[config.mk]
export PLATFORM = sky130hd
export DESIGN_NAME = asb_serial_rx
export DESIGN_NICKNAME = d
export VERILOG_FILES = /design/src/rtl/asb_pkg.sv /design/src/rtl/asb_baud_gen.sv /design/src/rtl/asb_rx_core.sv /design/src/rtl/asb_serial_rx.sv
export SDC_FILE = /design/constraint.sdc
export NUM_CORES = 1
export LEC_CHECK = 0
export BUFFER_PORTS_ARGS = -buffer_cell sky130_fd_sc_hd__buf_2
export CORE_ASPECT_RATIO = 0.5
export CORE_MARGIN = 8
export CORE_UTILIZATION = 40
export DETAILED_ROUTE_END_ITERATION = 10
export GPL_TIMING_DRIVEN = 0
export SLEW_MARGIN = 20
export SYNTH_ARGS = -nofsm -noshare
export SYNTH_HDL_FRONTEND = slang
export SYNTH_SLANG_ARGS = --single-unit
export TNS_END_PERCENT = 100
[constraint.sdc]
create_clock -name mclk -period 7.89 [get_ports mclk]
set_clock_uncertainty 0.05 [all_clocks]
set_input_delay 1.1835 -clock mclk [delete_from_list [all_inputs] [get_ports mclk]]
set_output_delay 1.1835 -clock mclk [all_outputs]
set_load 0.005 [all_outputs]
[src/rtl/asb_pkg.sv]
// shared constants, types and decode helpers for the serial receiver block
package asb_pkg;
  localparam int AXI_ADDR_W = 8;
  localparam logic [7:0] OFF_CTRL1 = 8'h00;
  localparam logic [7:0] OFF_CTRL2 = 8'h04;
  localparam logic [7:0] OFF_STATUS = 8'h08;
  localparam logic [7:0] OFF_DATA = 8'h0c;
  localparam logic [7:0] OFF_BAUD = 8'h10;
  localparam logic [7:0] OFF_TXFINE = 8'h14;
  localparam logic [7:0] OFF_RXFINE = 8'h18;
  localparam logic [7:0] OFF_INTSTAT = 8'h1c;
  localparam logic [7:0] OFF_INTEN = 8'h20;
  localparam logic [7:0] OFF_INTCLR = 8'h24;
  localparam int C1_NINE = 0;
  localparam int C1_WAKE = 1;
  localparam int C1_RX8 = 7;
  localparam int C2_RXEN = 0;
  localparam int C2_TXEN = 1;
  localparam int C2_MUTE = 2;
  localparam int ST_FULL = 0;
  localparam int ST_FERR = 1;
  localparam int ST_IDLE = 2;
  localparam int INT_RX = 0;
  localparam int INT_IDLE = 1;
  localparam logic [1:0] RESP_OKAY = 2'h0;
  localparam logic [1:0] RESP_SLVERR = 2'h2;
  localparam logic [3:0] PR_F0 = 4'h1;
  localparam logic [3:0] PR_F1 = 4'h3;
  localparam logic [3:0] PR_F2 = 4'h4;
  localparam logic [3:0] PR_F3 = 4'hd;
  localparam int OVERSAMPLE = 16;
  localparam logic [3:0] MID_SAMPLE = 4'h7;
  localparam logic [3:0] LAST_SAMPLE = 4'hf;
  localparam logic [3:0] LAST_BIT8 = 4'h7;
  localparam logic [3:0] LAST_BIT9 = 4'h8;
  localparam int FRAME_BITS8 = 10;
  localparam int FRAME_BITS9 = 11;
  localparam logic [7:0] IDLE_TICKS8 = 8'(FRAME_BITS8 * OVERSAMPLE);
  localparam logic [7:0] IDLE_TICKS9 = 8'(FRAME_BITS9 * OVERSAMPLE);

  typedef struct packed {
    logic [8:0] data;
    logic frameErr;
  } asb_frame_t;

  typedef struct packed {
    logic [2:0] rxDiv;
    logic [2:0] txDiv;
    logic [1:0] prescale;
  } asb_baud_t;

  // word-address match, byte offset bits ignored
  function automatic logic asb_hit(input logic [7:0] a, input logic [7:0] off);
    return a[7:2] == off[7:2];
  endfunction : asb_hit

  // cycles per oversample tick, minus one
  function automatic logic [18:0] asb_period(input logic [1:0] ps, input logic [2:0] dv,
                                             input logic [7:0] fine);
    logic [3:0] pr;
    logic [7:0] fe;
    pr = (ps == 2'h0) ? PR_F0 : (ps == 2'h1) ? PR_F1 : (ps == 2'h2) ? PR_F2 : PR_F3;
    fe = (fine == 8'h00) ? 8'h01 : fine;
    return ((19'(pr) * 19'(fe)) << dv) - 19'h1;
  endfunction : asb_period
endpackage : asb_pkg

[src/rtl/asb_baud_gen.sv]
// oversample tick generator for one direction
module asb_baud_gen import asb_pkg::*; (
  input wire logic mclk, // system clock
  input wire logic rst, // async reset
  input wire logic enable, // direction enabled
  input wire logic [18:0] period, // cycles per tick minus one
  output logic tickReg // one-cycle oversample tick
);
  logic [18:0] cntReg;
  logic [18:0] cntNext;
  logic hitEnd;
  assign hitEnd = enable && (cntReg == period);
  assign cntNext = (!enable || hitEnd) ? 19'h0 : cntReg + 19'h1;

  always_ff @(posedge mclk or posedge rst) begin
    if (rst) begin
      cntReg <= 19'h0;
      tickReg <= 1'b0;
    end else begin
      cntReg <= cntNext;
      tickReg <= hitEnd;
    end
  end

  logic [18:0] sinceCnt;
  logic seenReg;
  always_ff @(posedge mclk or posedge rst) begin
    if (rst) begin
      sinceCnt <= 19'h0;
      seenReg <= 1'b0;
    end else begin
      sinceCnt <= tickReg ? 19'h0 : sinceCnt + 19'h1;
      seenReg <= enable && (seenReg || tickReg);
    end
  end
endmodule : asb_baud_gen

[src/rtl/asb_rx_core.sv]
// receive shifter: start, data, stop and idle-line detection
module asb_rx_core import asb_pkg::*; (
  input wire logic mclk, // system clock
  input wire logic rst, // async reset
  input wire logic enable, // receiver enabled
  input wire logic tick, // oversample tick
  input wire logic rxLine, // filtered line level
  input wire logic nineBit, // 9-bit words
  output logic frameDone, // one-cycle frame end
  output asb_frame_t frame, // received word and stop status
  output logic idleDone // one-cycle idle frame seen
);
  typedef enum logic [2:0] {S_IDLE, S_START, S_DATA, S_STOP, S_WAITHI} asb_rx_state_t;
  asb_rx_state_t state;
  logic [3:0] sampCnt;
  logic [3:0] bitIdx;
  logic [8:0] shiftReg;
  logic [7:0] idleCnt;
  wire [3:0] lastBit = nineBit ? LAST_BIT9 : LAST_BIT8;
  wire [7:0] idleLen = nineBit ? IDLE_TICKS9 : IDLE_TICKS8;
  wire atMid = tick && (sampCnt == MID_SAMPLE);
  wire atLast = tick && (sampCnt == LAST_SAMPLE);

  always_ff @(posedge mclk or posedge rst) begin
    if (rst) begin
      state <= S_IDLE;
      sampCnt <= 4'h0;
      bitIdx <= 4'h0;
      shiftReg <= 9'h0;
      idleCnt <= 8'h0;
      frameDone <= 1'b0;
      frame <= '0;
      idleDone <= 1'b0;
    end else begin
      frameDone <= 1'b0;
      idleDone <= 1'b0;
      if (tick) begin
        sampCnt <= sampCnt + 4'h1;
      end
      if (!enable) begin
        state <= S_IDLE;
        idleCnt <= 8'h0;
      end else begin
        case (state)
          S_IDLE: begin
            if (!rxLine) begin
              state <= S_START;
              sampCnt <= 4'h0;
              shiftReg <= 9'h0;
              idleCnt <= 8'h0;
            end else if (tick && idleCnt != idleLen) begin
              idleCnt <= idleCnt + 8'h1;
              idleDone <= (idleCnt == idleLen - 8'h1);
            end
          end
          S_START: begin
            if (atMid && rxLine) begin
              state <= S_IDLE;
            end else if (atLast) begin
              state <= S_DATA;
              bitIdx <= 4'h0;
            end
          end
          S_DATA: begin
            if (atMid) begin
              shiftReg[bitIdx] <= rxLine;
            end
            if (atLast) begin
              if (bitIdx == lastBit) begin
                state <= S_STOP;
              end else begin
                bitIdx <= bitIdx + 4'h1;
              end
            end
          end
          S_STOP: begin
            if (atMid) begin
              frameDone <= 1'b1;
              frame.data <= shiftReg;
              frame.frameErr <= !rxLine;
              state <= rxLine ? S_IDLE : S_WAITHI;
            end
          end
          S_WAITHI: begin
            if (rxLine) begin
              state <= S_IDLE;
            end
          end
          default: begin
            state <= S_IDLE;
          end
        endcase
      end
    end
  end
endmodule : asb_rx_core

[src/rtl/asb_serial_rx.sv]
// serial receiver with baud generation, mute/wake and AXI4-Lite registers
// Overview of operation
// - missing stop bit or break sets frame error flag
// - frame error still loads received word into data buffer
// - frame error has no own interrupt; rises with rx full flag
// - frame error clears only by status read then data read
// - baud is clock over 16, shared prescale and direction divider, independently
// - three-bit tx and rx divider fields select powers of two 1..128
// - fine prescaler divides further by 1..255, per direction register
// - fine prescaler zero means conventional divider only
// - while muted no reception flags and no receive interrupts
// - wake bit selects idle-line or address-mark wake source
// - idle wake clears mute without setting idle flag
// - address mark word clears mute and is received normally
// - nine-bit mode stores received top bit in control 1
// - completed word sets rx full flag in the same cycle as buffer load
// - data arrives least significant bit first
module asb_serial_rx import asb_pkg::*; (
  input wire logic mclk, // system clock
  input wire logic rst, // async reset
  input wire logic [7:0] awaddr, // write address
  input wire logic awvalid, // write address valid
  output logic awready, // write address ready
  input wire logic [31:0] wdata, // write data
  input wire logic [3:0] wstrb, // write strobes
  input wire logic wvalid, // write data valid
  output logic wready, // write data ready
  output logic [1:0] bresp, // write response
  output logic bvalid, // write response valid
  input wire logic bready, // write response ready
  input wire logic [7:0] araddr, // read address
  input wire logic arvalid, // read address valid
  output logic arready, // read address ready
  output logic [31:0] rdata, // read data
  output logic [1:0] rresp, // read response
  output logic rvalid, // read data valid
  input wire logic rready, // read data ready
  input wire logic rxLinePin, // receive line pin
  output logic txBaudTick, // transmit oversample tick
  output logic irq // level interrupt
);
  // line synchroniser; change accepted when stages 2 and 3 agree
  logic [2:0] syncReg;
  logic rxLine;
  always_ff @(posedge mclk or posedge rst) begin
    if (rst) begin
      syncReg <= 3'h7;
      rxLine <= 1'b1;
    end else begin
      syncReg <= {syncReg[1:0], rxLinePin};
      if (syncReg[1] == syncReg[2]) begin
        rxLine <= syncReg[2];
      end
    end
  end

  // software state
  logic nineBitReg, wakeReg, rxEnReg, txEnReg, muteReg;
  asb_baud_t baudReg;
  logic [7:0] txFineReg, rxFineReg;
  logic [1:0] intEnReg, intStatReg;
  // hardware flags
  logic rxFullReg, feReg, idleReg, armedReg, rx8Reg;
  logic [7:0] dataBufReg;

  // write channel
  logic awHeld, wHeld;
  logic [7:0] awAddrReg;
  logic [31:0] wDataReg;
  logic [3:0] wStrbReg;
  assign awready = !awHeld && !bvalid;
  assign wready = !wHeld && !bvalid;
  wire doWrite = awHeld && wHeld && !bvalid;
  wire wrEn = doWrite && wStrbReg[0];
  wire [7:0] wd = wDataReg[7:0];
  wire wrCtrl1 = wrEn && asb_hit(awAddrReg, OFF_CTRL1);
  wire wrCtrl2 = wrEn && asb_hit(awAddrReg, OFF_CTRL2);
  wire wrBaud = wrEn && asb_hit(awAddrReg, OFF_BAUD);
  wire wrTxFine = wrEn && asb_hit(awAddrReg, OFF_TXFINE);
  wire wrRxFine = wrEn && asb_hit(awAddrReg, OFF_RXFINE);
  wire wrIntEn = wrEn && asb_hit(awAddrReg, OFF_INTEN);
  wire wrIntClr = wrEn && asb_hit(awAddrReg, OFF_INTCLR);
  wire wrHit = asb_hit(awAddrReg, OFF_CTRL1) || asb_hit(awAddrReg, OFF_CTRL2)
    || asb_hit(awAddrReg, OFF_STATUS) || asb_hit(awAddrReg, OFF_DATA)
    || asb_hit(awAddrReg, OFF_BAUD) || asb_hit(awAddrReg, OFF_TXFINE)
    || asb_hit(awAddrReg, OFF_RXFINE) || asb_hit(awAddrReg, OFF_INTSTAT)
    || asb_hit(awAddrReg, OFF_INTEN) || asb_hit(awAddrReg, OFF_INTCLR);

  always_ff @(posedge mclk or posedge rst) begin
    if (rst) begin
      awHeld <= 1'b0;
      wHeld <= 1'b0;
      awAddrReg <= 8'h00;
      wDataReg <= 32'h0;
      wStrbReg <= 4'h0;
      bvalid <= 1'b0;
      bresp <= RESP_OKAY;
    end else begin
      if (awvalid && awready) begin
        awHeld <= 1'b1;
        awAddrReg <= awaddr;
      end else if (doWrite) begin
        awHeld <= 1'b0;
      end
      if (wvalid && wready) begin
        wHeld <= 1'b1;
        wDataReg <= wdata;
        wStrbReg <= wstrb;
      end else if (doWrite) begin
        wHeld <= 1'b0;
      end
      if (doWrite) begin
        bvalid <= 1'b1;
        bresp <= wrHit ? RESP_OKAY : RESP_SLVERR;
      end else if (bready) begin
        bvalid <= 1'b0;
      end
    end
  end

  // baud generation, one generator per direction
  wire [18:0] txPeriod = asb_period(baudReg.prescale, baudReg.txDiv, txFineReg);
  wire [18:0] rxPeriod = asb_period(baudReg.prescale, baudReg.rxDiv, rxFineReg);
  logic rxTick;
  asb_baud_gen u_tx_baud (
    .mclk(mclk),
    .rst(rst),
    .enable(txEnReg),
    .period(txPeriod),
    .tickReg(txBaudTick)
  );
  asb_baud_gen u_rx_baud (
    .mclk(mclk),
    .rst(rst),
    .enable(rxEnReg),
    .period(rxPeriod),
    .tickReg(rxTick)
  );

  // receiver
  logic frameDone, idleDone;
  asb_frame_t rxFrame;
  asb_rx_core u_rx (
    .mclk(mclk),
    .rst(rst),
    .enable(rxEnReg),
    .tick(rxTick),
    .rxLine(rxLine),
    .nineBit(nineBitReg),
    .frameDone(frameDone),
    .frame(rxFrame),
    .idleDone(idleDone)
  );

  // flag and mute logic
  wire frameMsb = nineBitReg ? rxFrame.data[8] : rxFrame.data[7];
  wire addrWake = frameDone && muteReg && wakeReg && frameMsb;
  wire idleWake = idleDone && muteReg && !wakeReg;
  wire accept = frameDone && (!muteReg || addrWake) && !rxFullReg;
  wire idleSet = idleDone && !muteReg;
  wire rdTake = arvalid && arready;
  wire statusRead = rdTake && asb_hit(araddr, OFF_STATUS);
  wire dataRead = rdTake && asb_hit(araddr, OFF_DATA);
  wire clearSeq = dataRead && armedReg;
  // a software write of the mute bit wins over a wake in the same cycle
  wire muteNext = wrCtrl2 ? wd[C2_MUTE] : (muteReg && !addrWake && !idleWake);
  wire [1:0] intEvt = {idleSet, accept};
  wire [1:0] intClr = wrIntClr ? wd[1:0] : 2'h0;

  always_ff @(posedge mclk or posedge rst) begin
    if (rst) begin
      nineBitReg <= 1'b0;
      wakeReg <= 1'b0;
      rxEnReg <= 1'b0;
      txEnReg <= 1'b0;
      muteReg <= 1'b0;
      baudReg <= '0;
      txFineReg <= 8'h00;
      rxFineReg <= 8'h00;
      intEnReg <= 2'h0;
      intStatReg <= 2'h0;
      rxFullReg <= 1'b0;
      feReg <= 1'b0;
      idleReg <= 1'b0;
      armedReg <= 1'b0;
      rx8Reg <= 1'b0;
      dataBufReg <= 8'h00;
    end else begin
      if (wrCtrl1) begin
        nineBitReg <= wd[C1_NINE];
        wakeReg <= wd[C1_WAKE];
      end
      if (wrCtrl2) begin
        rxEnReg <= wd[C2_RXEN];
        txEnReg <= wd[C2_TXEN];
      end
      muteReg <= muteNext;
      if (wrBaud) baudReg <= wd;
      if (wrTxFine) txFineReg <= wd;
      if (wrRxFine) rxFineReg <= wd;
      if (wrIntEn) intEnReg <= wd[1:0];
      intStatReg <= intEvt | (intStatReg & ~intClr);
      rxFullReg <= accept || (rxFullReg && !clearSeq);
      feReg <= (accept && rxFrame.frameErr) || (feReg && !clearSeq);
      idleReg <= idleSet || (idleReg && !clearSeq);
      armedReg <= statusRead || (armedReg && !clearSeq);
      if (accept) begin
        dataBufReg <= rxFrame.data[7:0];
        rx8Reg <= rxFrame.data[8];
      end
    end
  end

  // frame error rides on the receive interrupt only
  assign irq = |(intStatReg & intEnReg);

  // read channel
  wire [31:0] ctrl1Word = 32'({rx8Reg, 5'h0, wakeReg, nineBitReg});
  wire [31:0] ctrl2Word = 32'({muteReg, txEnReg, rxEnReg});
  wire [31:0] statWord = 32'({idleReg, feReg, rxFullReg});
  wire rdHit = asb_hit(araddr, OFF_CTRL1) || asb_hit(araddr, OFF_CTRL2)
    || asb_hit(araddr, OFF_STATUS) || asb_hit(araddr, OFF_DATA)
    || asb_hit(araddr, OFF_BAUD) || asb_hit(araddr, OFF_TXFINE)
    || asb_hit(araddr, OFF_RXFINE) || asb_hit(araddr, OFF_INTSTAT)
    || asb_hit(araddr, OFF_INTEN) || asb_hit(araddr, OFF_INTCLR);
  wire [31:0] rdWord =
      ({32{asb_hit(araddr, OFF_CTRL1)}} & ctrl1Word)
    | ({32{asb_hit(araddr, OFF_CTRL2)}} & ctrl2Word)
    | ({32{asb_hit(araddr, OFF_STATUS)}} & statWord)
    | ({32{asb_hit(araddr, OFF_DATA)}} & 32'(dataBufReg))
    | ({32{asb_hit(araddr, OFF_BAUD)}} & 32'(baudReg))
    | ({32{asb_hit(araddr, OFF_TXFINE)}} & 32'(txFineReg))
    | ({32{asb_hit(araddr, OFF_RXFINE)}} & 32'(rxFineReg))
    | ({32{asb_hit(araddr, OFF_INTSTAT)}} & 32'(intStatReg))
    | ({32{asb_hit(araddr, OFF_INTEN)}} & 32'(intEnReg));
  assign arready = !rvalid;

  always_ff @(posedge mclk or posedge rst) begin
    if (rst) begin
      rvalid <= 1'b0;
      rdata <= 32'h0;
      rresp <= RESP_OKAY;
    end else if (rdTake) begin
      rvalid <= 1'b1;
      rdata <= rdWord;
      rresp <= rdHit ? RESP_OKAY : RESP_SLVERR;
    end else if (rready) begin
      rvalid <= 1'b0;
    end
  end
endmodule : asb_serial_rx

==> results of run 1 <==
==> kinds of logic (layout without fill, tap and decap cells) <==
| logic type | count (synthesis) | in the layout | synth area share [%] |
|---|---|---|---|
| and+or+nand+nor | 619 | 619 | 23.0 |
| AOI/OAI and AO/OA | 381 | 381 | 20.3 |
| buffers and inverters | 161 | 238 | 5.58 |
| DFF | 159 | 159 | 30.2 |
| xor gates and xnor gates | 84 | 84 | 5.78 |
| muxes | 84 | 84 | 7.33 |
| adders and majority gates | 68 | 68 | 7.79 |
| other | 1 | 27 | 0.0284 |
==> final timing paths <==
kind	to	slack, ns	cells past startpoint
setup reg to reg	u_rx_baud.cntReg[10]	0.60	20
hold reg to reg	syncReg[1]	0.31	0
min in group asynchronous	u_rx.idleCnt[7]	0.70	2
max in group asynchronous	armedReg	6.21	3
hold / removal	syncReg[1]	0.31	0
setup / recovery	u_rx_baud.cntReg[10]	0.60	20
==> power by group <==
group | total [mW] | internal (mW) | switching (mW)
logic | 4.24 | 1.68 | 2.56
registers | 1.13 | 0.944 | 0.182
clock network | 0.844 | 0.481 | 0.363
==> layer usage <==
layer	vias up	GRT usage, %	wire (microns)
li1	5795	-	-
met1	5661	24.8	17200
met2	254	29.5	16400
met3	49	3.07	1460
met4	0	4.80	565
met5	-	0	0
==> cells in the final DEF (no fill, tap or decap), types with 10 or more instances in the layout <==
master | Yosys | routed
fa_1 | 24 | 24
nor4_1 | 12 | 12
a22oi_1 | 10 | 10
nand2_1 | 208 | 208
clkbuf_1 | 55 | 55
a21oi_1 | 74 | 74
nand4_1 | 27 | 27
buf_2 | 13 | 58
inv_1 | 57 | 56
nor2_1 | 128 | 128
xor2_1 | 27 | 27
nor2b_1 | 24 | 24
mux2i_1 | 19 | 19
nor3b_1 | 12 | 12
conb_1 | 1 | 26
a211oi_1 | 38 | 38
o21ai_0 | 61 | 61
nor3_1 | 36 | 35
o22ai_1 | 10 | 10
mux2_2 | 61 | 61
dfrtp_1 | 155 | 155
a221oi_1 | 11 | 11
a21o_1 | 19 | 19
nand3_1 | 53 | 53
o211ai_1 | 13 | 13
o31ai_1 | 18 | 17
and2_1 | 23 | 23
and3_1 | 31 | 31
a31oi_1 | 22 | 22
xnor2_1 | 55 | 55
or3_1 | 10 | 10
ha_1 | 43 | 43
clkbuf_16 | 0 | 17
buf_4 | 29 | 29
nand2b_1 | 17 | 17
==> state kept, by name, summed over array words and instances (netlist names), 2 cells and up <==
signal and cells:
u_rx.frame 10, syncReg 3, rxFineReg 8, u_tx_baud.cntReg 19, dataBufReg 8, intStatReg 2
rdata 8, u_rx_baud.cntReg 19, wDataReg 8, awAddrReg 6, u_rx.bitIdx 4, intEnReg 2
u_rx.state 3, u_rx.shiftReg 9, u_rx.sampCnt 4, baudReg 8, txFineReg 8, u_rx.idleCnt 8
==> per-stage QoR <==
step | worst slack [ns] | util, %
after floorplan | 1.76 | -
after global routing | 0.0515 | 44.9
final | 0.602 | 44.9
after detailed placement | 0.402 | 43.1
after global placement | 0.337 | 43.0
after CTS | 0.363 | 44.9
==> layout make-up <==
type | count | area (sq um) | area share [%]
clock buffers | 19 | 443 | 3.01
inverters | 60 | 233 | 1.58
plain buffers | 100 | 508 | 3.45
multi-input cells | 1262 | 8580 | 58.4
well taps | 441 | 552 | 3.75
repair buffers | 46 | 253 | 1.72
flip-flops and latches | 159 | 3980 | 27.1
diodes | 1 | 2.50 | 0.0170
clock inverters | 13 | 150 | 1.02
==> repair_timing <==
action / in CTS / in global routing
setup buffers: 0 / 0
endpoints found under the setup margin: 0 / 18
resized for setup: 0 / 2
hold buffers: 0 / 0
==> out/summary.md, run 1 <==
Detailed routing inserted a total of 11,800 vias. Entering global routing, the biggest net connects 103 pins. The worst path uses 92.4% of the clock period.

The slew at the pin closest to its max-slew limit is 0.976 ns, and the data arrival at the endpoint of the critical path is 7.54 ns. Across the VDD grid, the largest voltage drop is 0.000314 V. Ranked by instance count, the synthesized netlist is headed by nand2_1 (208), dfrtp_1 (155), nor2_1 (128). Die footprint: 0.0394 sq mm. For the final routed database, the setup TNS stands at 0 ns. For this run, design rule violations remaining after detail routing come to 0.

The flip-flop and latch count after synthesis is 159. Overall power consumption after layout is estimated at 6.21 mW. The first global-routing pass estimated 59,000 microns of wire. The number of buffers and inverters on the critical path is 4, and the max-cap check violation count is 0. The share of async-settable or async-resettable flops after synthesis is 100%. The startpoint identified for the worst hold timing path is syncReg[0].

The initial antenna violation count is 1, and the clock-pin slew on the worst setup and hold paths is 0.07 ns. TritonCTS built the clock tree. The count of unique library cells instantiated by Yosys is 92. The tools report the required time of the critical path as 8.15 ns. Number of enable flip-flop cells after synthesis: 0. The floorplan step set the die width to 273 microns. 103 I/O pins were placed. The run finished with clean final reports. The tools report the number of iterations in the first detailed-routing pass as 6. In this run the tool buffered the top-level ports with 45 buffer cells. The number of fill cells in the layout was 3,243; the synthesis-to-layout area growth was 11.4%. For the number of warnings printed during yosys synthesis, the log shows 0. The area of the placeable core was 0.0328 sq mm.

Tracing the worst setup path back leads to its startpoint at baudReg[0]. The H-tree was split into 4 levels. Along the worst path, the maximum fanout reaches 11. On the worst path, the slowest cell contributes a delay of 0.61 ns.

No sink is reached through more buffers than the 2 on the longest clock path. Setup repair after global routing left no endpoint under its margin. In the global route stage, overall resource usage came out at 18.1%. The min-delay analysis places its worst path in the category flip-flop to flip-flop.

The root buffer cell chosen for the clock tree is clkbuf_16. Reg-to-reg critical path startpoint: baudReg[0]. Cell area after synthesis: 0.0132 sq mm. By area the synthesized netlist is led by dfrtp_1 (29%), nand2_1 (5.9%), mux2_2 (5.2%). Cell taking the most area after synthesis: dfrtp_1. Top achievable clock speed: 137 MHz. The total setup violations reported at the end of the flow is 0, and the power per cell area is 422 mW/mm^2. Final estimated routing congestion in global placement: 0.878.

The largest individual stage delay along the critical path comes from the cell dfrtp_1. A synthesized cell averages 8.48 sq um. Hold timing on the final database bottoms out at a slack of 0.306 ns. Cells with a size suffix above 1 make up 13.1% of the layout.

After global routing the overflow that remains totals 0. The number of global-route vias before repair is 11,300, and the post-route antenna net violation count is 0. The worst setup path is launched from a flip-flop. The non-filler instance count after layout came out at 2,101. The critical path class was flip-flop to flip-flop.

The effective utilization at floorplan is 40.3%, and the number of buffers created by CTS is 17. After layout, the minimum clock period comes to 7.29 ns. The cell count after synthesis came out at 1,557. Sequential elements use 30.2% of the synthesized area. Via count normalized by instance count: 5.60.

Grouping stages by cell kind, the critical path spends the most delay in compound AO/OA/AOI/OAI gates. The critical path goes through nor2b_1 > clkbuf_1 > nand2_1 > fa_1 > fa_1 > inv_1 > ha_1 > clkbuf_1 > nand4_1 > a211oi_1 > a2111oi_0 > a211oi_1 > a211oi_1 > a2111oi_4 > nand4_1 > xnor2_1 > a2111o_1 > nor4_4 > buf_6 > a211oi_1. In this run the core area contains 47 standard-cell rows. By instance count, the leading cell after synthesis is nand2_1.

Most repeated library cell on the critical path: a211oi_1. The tree built by TritonCTS fans out to 159 sinks. Headroom to the max-slew limit came out at 34.8%. In this run the biggest area consumer among cell types represents 29.4% of the synthesized area.

The net count of the finished layout is 1,773. The number of slew-limit violations in the final report was 0; the total wire length was 35,600 microns. The post-placement cell area is 0.0141 sq mm. Placed wire-length estimate after detailed placement: 27,200 microns. After detailed placement, the design holds a cell count of 2,069.

The worst setup path is captured at a flip-flop. The static leakage power came out at 6.48 nW. The most used flip-flop cell after synthesis is dfrtp_1. The detailed-route wire length per cell came out at 16.9 microns.

The die is 144 microns tall. With fillers left out, the area of the finished cells amounts to 0.0147 sq mm. The number of hold violations in the final report was 0.

The DRC marker count from the first detailed-route iteration is 971. At the later pin of the worst-skew pair, clock insertion delay measures 0.45 ns.
No activity file was read; power rests on OpenSTA's default activity.
==> run 2, diff against run 1 <==
--- a/config.mk
+++ b/config.mk
@@ -11,6 +11,7 @@
 export CORE_UTILIZATION = 40
 export DETAILED_ROUTE_END_ITERATION = 10
 export GPL_TIMING_DRIVEN = 0
+export PLACE_DENSITY_LB_ADDON = 0.15
 export SLEW_MARGIN = 20
 export SYNTH_ARGS = -nofsm -noshare
 export SYNTH_HDL_FRONTEND = slang
==> run 2 against run 1 <==
Against the previous run:
- cell count unchanged
- worst hold slack better by 0.00057 ns
- clock power down 8.9%
- wire length up 3.7%
- design area down 0.34%
- die area unchanged
- combinational power about the same
- via count up 1.9%
- critical path type unchanged
==> out/summary.md, run 2 (same netlist as run 1, synthesis figures left out) <==
Most common cell after layout, fill and taps aside: nand2_1. The die footprint was 0.0394 sq mm (unchanged); the number of I/O port buffers was 45 (unchanged). The clock-pin slew on the worst setup and hold paths works out to 0.07 ns (about the same).

The overall track demand over capacity in global routing is 18.7% (+0.54 points), and the layout cell share with drive strength beyond 1 is 13.2% (+0.11 points). The slowest stage of the critical path belongs to the cell nor4_4. Worst slew margin relative to its limit: 39.1% (+4.3 points). For the number of hold buffers added after CTS, the log shows 0 (unchanged). The library cells used most frequently in the layout, excluding fill and tap cells, are nand2_1 (208), dfrtp_1 (155), nor2_1 (128). The detailed-route wire length per cell was 17.6 microns (+3.7%).

The tools report the multi-input gate area in the final layout as 0.00858 sq mm (unchanged). The maximum net fanout on the critical path was 10 (-1). The worst register-to-register path begins at baudReg[0].

The tools report the post-placement cell area as 0.0141 sq mm (unchanged). The tree is rooted in a clkbuf_16. TritonCTS built the clock tree. The startpoint identified for the worst hold timing path is syncReg[0]. The total setup violations reported at the end of the flow came out at 0 (unchanged). The tools report the number of sinks on the clock net as 159 (unchanged). The largest registers in the layout are u_rx_baud.cntReg: 19 flops, u_tx_baud.cntReg: 19 flops, u_rx.frame: 10 flops.

The peak supply drop was 0.000260 V (-17%). The period utilization came out at 94.5% (+2.2 points). The largest delay contributor family on the critical path was compound AO/OA/AOI/OAI gates.

The number of global-route vias before repair was 11,800 (+3.7%). The tools report the slack of the worst reg-to-reg path as 0.43 ns (-0.17 ns). The global-route wire length before repair was 60,700 microns (+2.9%); the max-cap check violation count was 0 (unchanged). The logs give 36,900 microns (+3.7%) for the total wire length and 0 (-1) for the initial antenna violation count. The run gives 0 (unchanged) as the detailed-route DRC error count. The logs give 8.13 ns (-0.02 ns) for the required time of the critical path and 1,774 (+0.056%) for the number of nets in the final layout. The tools report the static leakage power as 6.47 nW (-0.20%). For the leftover overflow at the end of global routing, the log shows 0 (unchanged).

The tools report the data arrival at the endpoint of the critical path as 7.70 ns (+0.16 ns). The hold path endpoint is syncReg[1]. The pin count of the biggest net entering global routing is 109 (+5.8%). The run gives 4 (unchanged) as the number of H-tree levels. The internal cell power was 3.03 mW (-2.2%). The total via count in the routed design is 12,000 (+1.9%), and the maximum clock path buffer count is 2 (unchanged). Maximum cell stage delay along the critical path: 0.59 ns (-0.02 ns). The critical path is of the flip-flop to flip-flop type.

Critical path endpoint category: a flip-flop. The post-route antenna net violation count was 0 (unchanged). The switching part of the total works out to 50.8% (+0.75 points).

The total area of sequential cells was 0.00398 sq mm (unchanged). The synthesis-to-layout area growth works out to 11.0%. Slew at the pin closest to its max-slew limit: 0.901 ns (-0.0754 ns).

The run gives 5 (-1) as the number of iterations in the first detailed-routing pass. The number of hold violations in the final report is 0 (unchanged), and the number of buffers created by CTS is 17 (unchanged). By instance count, the cell type seen most on the critical path is a211oi_1. The minimum clock period works out to 7.46 ns (+0.170 ns). The worst hold path class is flip-flop to flip-flop.

Cell area after layout: 0.0147 sq mm (-0.34%). For the sequential cell fraction of total power, the log shows 18.2% (about the same). The clock latency on the worst-skew pair was 0.44 ns (about the same). The effective utilization at floorplan was 40.3% (unchanged).

The tools report the reg-to-reg endpoint as u_rx_baud.cntReg[10]. For the DRC marker count from the first detailed-route iteration, the log shows 902 (-7.1%). The logs give 0.0328 sq mm (unchanged) for the area of the placeable core and 3,247 (+0.12%) for the number of fill cells in the layout. The tools report the clock network fraction of design power as 12.5% (-1.1 points).

The total negative setup slack was 0 ns (unchanged); the power per cell area was 421 mW/mm^2 (-0.42%). The I/O pin total was 103 (unchanged); the placement row count was 47 (unchanged). The placed wire-length estimate after detailed placement was 28,500 microns (+4.8%). Setup repair after global routing left no endpoint under its margin. The critical path goes through clkbuf_1 > nor2b_1 > clkbuf_2 > nand2_1 > fa_1 > fa_1 > inv_1 > ha_1 > clkbuf_1 > nand4_1 > a211oi_1 > a2111oi_0 > a211oi_1 > a21oi_1 > o31ai_2 > nand4_1 > xnor2_1 > a2111o_1 > nor4_4 > buf_6 > a211oi_1. The worst-case reg-to-reg path depth was 21 (+5.0%); the number of buffers and inverters on the critical path was 5 (+1). The height of the chip is 144 microns (unchanged), and the final estimated routing congestion in global placement is 0.897 (+2.2%). STA classifies the critical path startpoint as a flip-flop.

The cell count of the worst hold path is 0 (unchanged), and the switching component of the power is 3.13 mW (+0.72%). The top achievable clock speed is 134 MHz (-2.3%), and the number of slew-limit violations in the final report is 0 (unchanged). The number of diodes added for antenna fixing is 0 (-1), and the via count normalized by instance count is 5.70 (+1.9%). The width of the chip was 273 microns (unchanged). The tools report the share of power burned in combinational logic as 69.3% (+1.0 points). The flow ran to the end, and the final reports show no timing, DRC or antenna violations.
## run 2: worst max path at each step
stage / cells past startpoint / start / to / slack [ns]
final: 21 / baudReg[0] / u_rx_baud.cntReg[10] / 0.43
after global routing: 21 / baudReg[0] / u_rx_baud.cntReg[9] / 0.009
after CTS: 21 / baudReg[0] / u_rx_baud.cntReg[10] / 0.09
after detailed placement: 21 / baudReg[0] / u_rx_baud.cntReg[10] / 0.12
after global placement: 21 / baudReg[0] / u_rx_baud.cntReg[16] / 0.28
after floorplan: 21 / baudReg[0] / u_rx_baud.cntReg[10] / 1.76
## run 2: cell type report
cell class,instances,area share [%]
Clock inverter,14,0.751
Tap cell,441,3.76
Sequential cell,159,27.2
Inverter,60,1.59
Multi-Input combinational cell,1262,58.6
Timing Repair Buffer,46,1.72
Clock buffer,18,2.93
Buffer,101,3.51
## run 2: repair_timing
item,in CTS,in global routing
setup buffers,0,0
gates resized for setup,0,6
setup endpoints to repair,0,30
## run 2: per-layer routing
layer  up-vias  part of all wire, %  global-route usage (%)
li1       5807                    -                       -
met1      5817                   47                    24.9
met2       299                   47                    30.8
met3        62                  3.8                    3.04
met4         0                  2.1                    5.94
met5         -                    0                       0
## run 2: per-stage QoR
stage	hold slack (ns)	std cells	power [mW]	worst slack [ns]	util (%)
6_report	0.306	2101	6.16	0.432	44.7
3_5_place_dp	0.297	2069	5.33	0.119	43.1
2_1_floorplan	0.295	1582	4.33	1.76	-
3_3_place_gp	0.298	2068	5.27	0.280	43.0
5_1_grt	0.316	2101	6.69	0.00923	44.7
4_1_cts	0.307	2101	6.12	0.0922	44.7
## run 2: power groups by stage
stage	sequential [mW]	clock (mW)	combinational, mW
floorplan	1.06	0	3.27
global placement	1.13	0	4.14
detailed placement	1.13	0	4.20
CTS	1.12	0.790	4.21
global route	1.14	0.828	4.72
finish	1.12	0.769	4.27
==> run 3, diff against run 2 <==
--- a/config.mk
+++ b/config.mk
@@ -11,7 +11,7 @@
 export CORE_UTILIZATION = 40
 export DETAILED_ROUTE_END_ITERATION = 10
 export GPL_TIMING_DRIVEN = 0
-export PLACE_DENSITY_LB_ADDON = 0.15
+export PLACE_DENSITY = 0.56
 export SLEW_MARGIN = 20
 export SYNTH_ARGS = -nofsm -noshare
 export SYNTH_HDL_FRONTEND = slang
==> run 3 against run 2 <==
Against the previous run:
- global-route usage is 0.20 points lower
- clock power increased by 4.7%
- non-clock buffer count up 1
- critical path depth is 1 lower
- maximum frequency shrank 0.21%
- critical path type unchanged
- largest cell class unchanged
- highest routed layer unchanged
==> out/summary.md, run 3 (same netlist as run 1, synthesis figures left out) <==
For the final estimated routing congestion in global placement, the log shows 0.888 (-0.96%). In this run the critical register-to-register path is launched from baudReg[0]. The critical path in this run is classified as flip-flop to flip-flop. The worst hold path class is flip-flop to flip-flop. For the DRC marker count from the first detailed-route iteration, the log shows 988 (+9.5%). The detailed-route wire length per cell was 17.5 microns (-0.22%); the clock latency on the worst-skew pair was 0.44 ns (about the same). The worst-case reg-to-reg path depth came out at 20 (-4.8%).

The run gives 2 (unchanged) as the maximum clock path buffer count. The layout cell share with drive strength beyond 1 came out at 13.1% (-0.068 points). The data arrival at the endpoint of the critical path is 7.75 ns (+0.05 ns), and the total instance count after detailed placement is 2,069 (unchanged). The number of hold buffers added after CTS was 0 (unchanged); the die footprint was 0.0394 sq mm (unchanged).

The logs give 40.3% (unchanged) for the effective utilization at floorplan and 108 (-0.92%) for the pin count of the biggest net entering global routing. The total wire length is 36,800 microns (-0.18%). For the number of diodes added for antenna fixing, the log shows 0 (unchanged). The number of sinks on the clock net came out at 159 (unchanged). The clock-pin slew on the worst setup and hold paths was 0.07 ns (about the same); the number of nets in the final layout was 1,775 (+0.056%). The post-place setup slack was 0.192 ns (+0.0736 ns). The logs give 0.000251 V (-3.6%) for the peak supply drop and 0.0147 sq mm (+0.26%) for the cell area after layout.

The library cells used most frequently in the layout, excluding fill and tap cells, are nand2_1 (208), dfrtp_1 (155), nor2_1 (128). The slack of the worst reg-to-reg path was 0.42 ns (-0.02 ns); the synthesis-to-layout area growth was 11.3%. The tools report the number of global-route vias before repair as 11,600 (-1.0%). For the total setup violations reported at the end of the flow, the log shows 0 (unchanged).

The maximum net fanout on the critical path was 10 (unchanged). The logs give 134 MHz (-0.21%) for the top achievable clock speed and 0 (unchanged) for the max-cap check violation count. The global-route wire length before repair came out at 60,300 microns (-0.69%). The worst slew margin relative to its limit was 37.4% (-1.7 points). Beginning of the critical path: baudReg[0]. The total via count in the routed design was 12,000 (-0.22%).

The width of the chip is 273 microns (unchanged), and the non-filler instance count after layout is 2,102 (+0.048%). The area of the placeable core is 0.0328 sq mm (unchanged), and the via count normalized by instance count is 5.69 (-0.26%). For the placement row count, the log shows 47 (unchanged). The post-placement cell area came out at 0.0141 sq mm (unchanged).

The minimum clock period was 7.47 ns (+0.0154 ns); the number of I/O port buffers was 45 (unchanged). CTS placed an instance of clkbuf_16 at the clock tree root. The run gives 0.416 ns (-0.0154 ns) as the worst-case setup margin in the final layout. The logs give 0 (unchanged) for the initial antenna violation count and 0 (unchanged) for the detailed-route DRC error count. The number of buffers created by CTS was 17 (unchanged); the power per cell area was 423 mW/mm^2 (+0.71%).

The logs give 28,300 microns (-0.74%) for the placed wire-length estimate after detailed placement and 18.5% (-0.20 points) for the overall track demand over capacity in global routing. The leftover overflow at the end of global routing came out at 0 (unchanged). The critical path endpoint category was a flip-flop. The run gives 0 (unchanged) as the number of slew-limit violations in the final report. The height of the chip was 144 microns (unchanged).

For the number of hold violations in the final report, the log shows 0 (unchanged). Period utilization: 94.7% (+0.20 points). The run gives 0 (unchanged) as the post-route antenna net violation count. TritonCTS built the clock tree.

The capture point of the critical path was u_tx_baud.cntReg[8]. Setup repair after global routing left no endpoint under its margin. The slew at the pin closest to its max-slew limit is 0.915 ns (+0.0147 ns).

STA classifies the critical path startpoint as a flip-flop. The largest registers in the layout are u_rx_baud.cntReg: 19 flops, u_tx_baud.cntReg: 19 flops, u_rx.frame: 10 flops. For the required time of the critical path, the log shows 8.17 ns (+0.04 ns).

The reg-to-reg endpoint was u_tx_baud.cntReg[8]. Leaving out fill and tap cells, the most frequent cell in the layout is nand2_1. The total negative setup slack came out at 0 ns (unchanged). The tools report the number of iterations in the first detailed-routing pass as 5 (unchanged). The logs give 4 (unchanged) for the number of H-tree levels and 6.48 nW (+0.23%) for the static leakage power. The run finished with clean final reports.

For the I/O pin total, the log shows 103 (unchanged).
## run 3: changes by cell type in the layout (fill, tap and decap cells not counted), sizes merged
cell | previous run | this run
buf | 92 | 93
clkinvlp | 1 | 0
inv | 63 | 61
bufinv | 0 | 1
clkbuf | 73 | 74
clkinv | 10 | 11
## run 3: repair_timing
item	CTS	global route
endpoints found under the setup margin	0	18
gates resized for setup	0	2
buffers inserted	0	1
## run 3: per-layer routing
metal  track usage, %  part of all wire (%)
met2             30.6                    46
met1             24.7                    47
met4             5.27                   1.8
met3             3.15                   4.6
met5                0                     0
## run 3: worst min-delay path by stage
stage | startpoint | to | slack, ns | depth (start not counted)
global placement | syncReg[0] | syncReg[1] | 0.30 | 0
global route | syncReg[0] | syncReg[1] | 0.32 | 0
finish | syncReg[0] | syncReg[1] | 0.31 | 0
detailed placement | syncReg[0] | syncReg[1] | 0.30 | 0
floorplan | syncReg[0] | syncReg[1] | 0.30 | 0
CTS | syncReg[0] | syncReg[1] | 0.31 | 0
## run 3: area by class of cell
| cell class | instances | area (sq um) |
|---|---|---|
| clock buffer | 19 | 443 |
| inverter | 60 | 233 |
| tap | 441 | 552 |
| fill | 3246 | 18100 |
| multi-input combinational | 1262 | 8580 |
| sequential | 159 | 3980 |
| clock inverter | 13 | 129 |
| timing repair buffer | 47 | 260 |
| buffer | 101 | 512 |
## run 3: worst max-delay path: stages (launching register included)
cell and delay, ns:
dfrtp_1 0.34, clkbuf_1 0.45, nor2b_1 0.45, clkbuf_1 0.44, nand2_1 0.13, fa_1 0.48, fa_1 0.55, inv_1 0.07
fa_1 0.48, a21o_1 0.23, a211oi_1 0.54, o311ai_1 0.30, a211o_1 0.40, or4_1 0.52, nor2_1 0.40, a32oi_1 0.13
a41oi_1 0.25, o2111ai_1 0.19, nor4b_4 0.62, buf_4 0.29, nor2_1 0.06
## run 3: per-stage QoR
step           hold WS [ns]  util (%)  power [mW]
2_1_floorplan         0.295         -        4.33
3_3_place_gp          0.298      43.0        5.27
3_5_place_dp          0.301      43.1        5.34
4_1_cts               0.311      44.8        6.17
5_1_grt               0.320      44.9        6.74
6_report              0.313      44.9        6.22
## run 3: power by group
part	switching, mW	internal (mW)
logic	2.61	1.69
registers	0.176	0.944
clock network	0.356	0.449
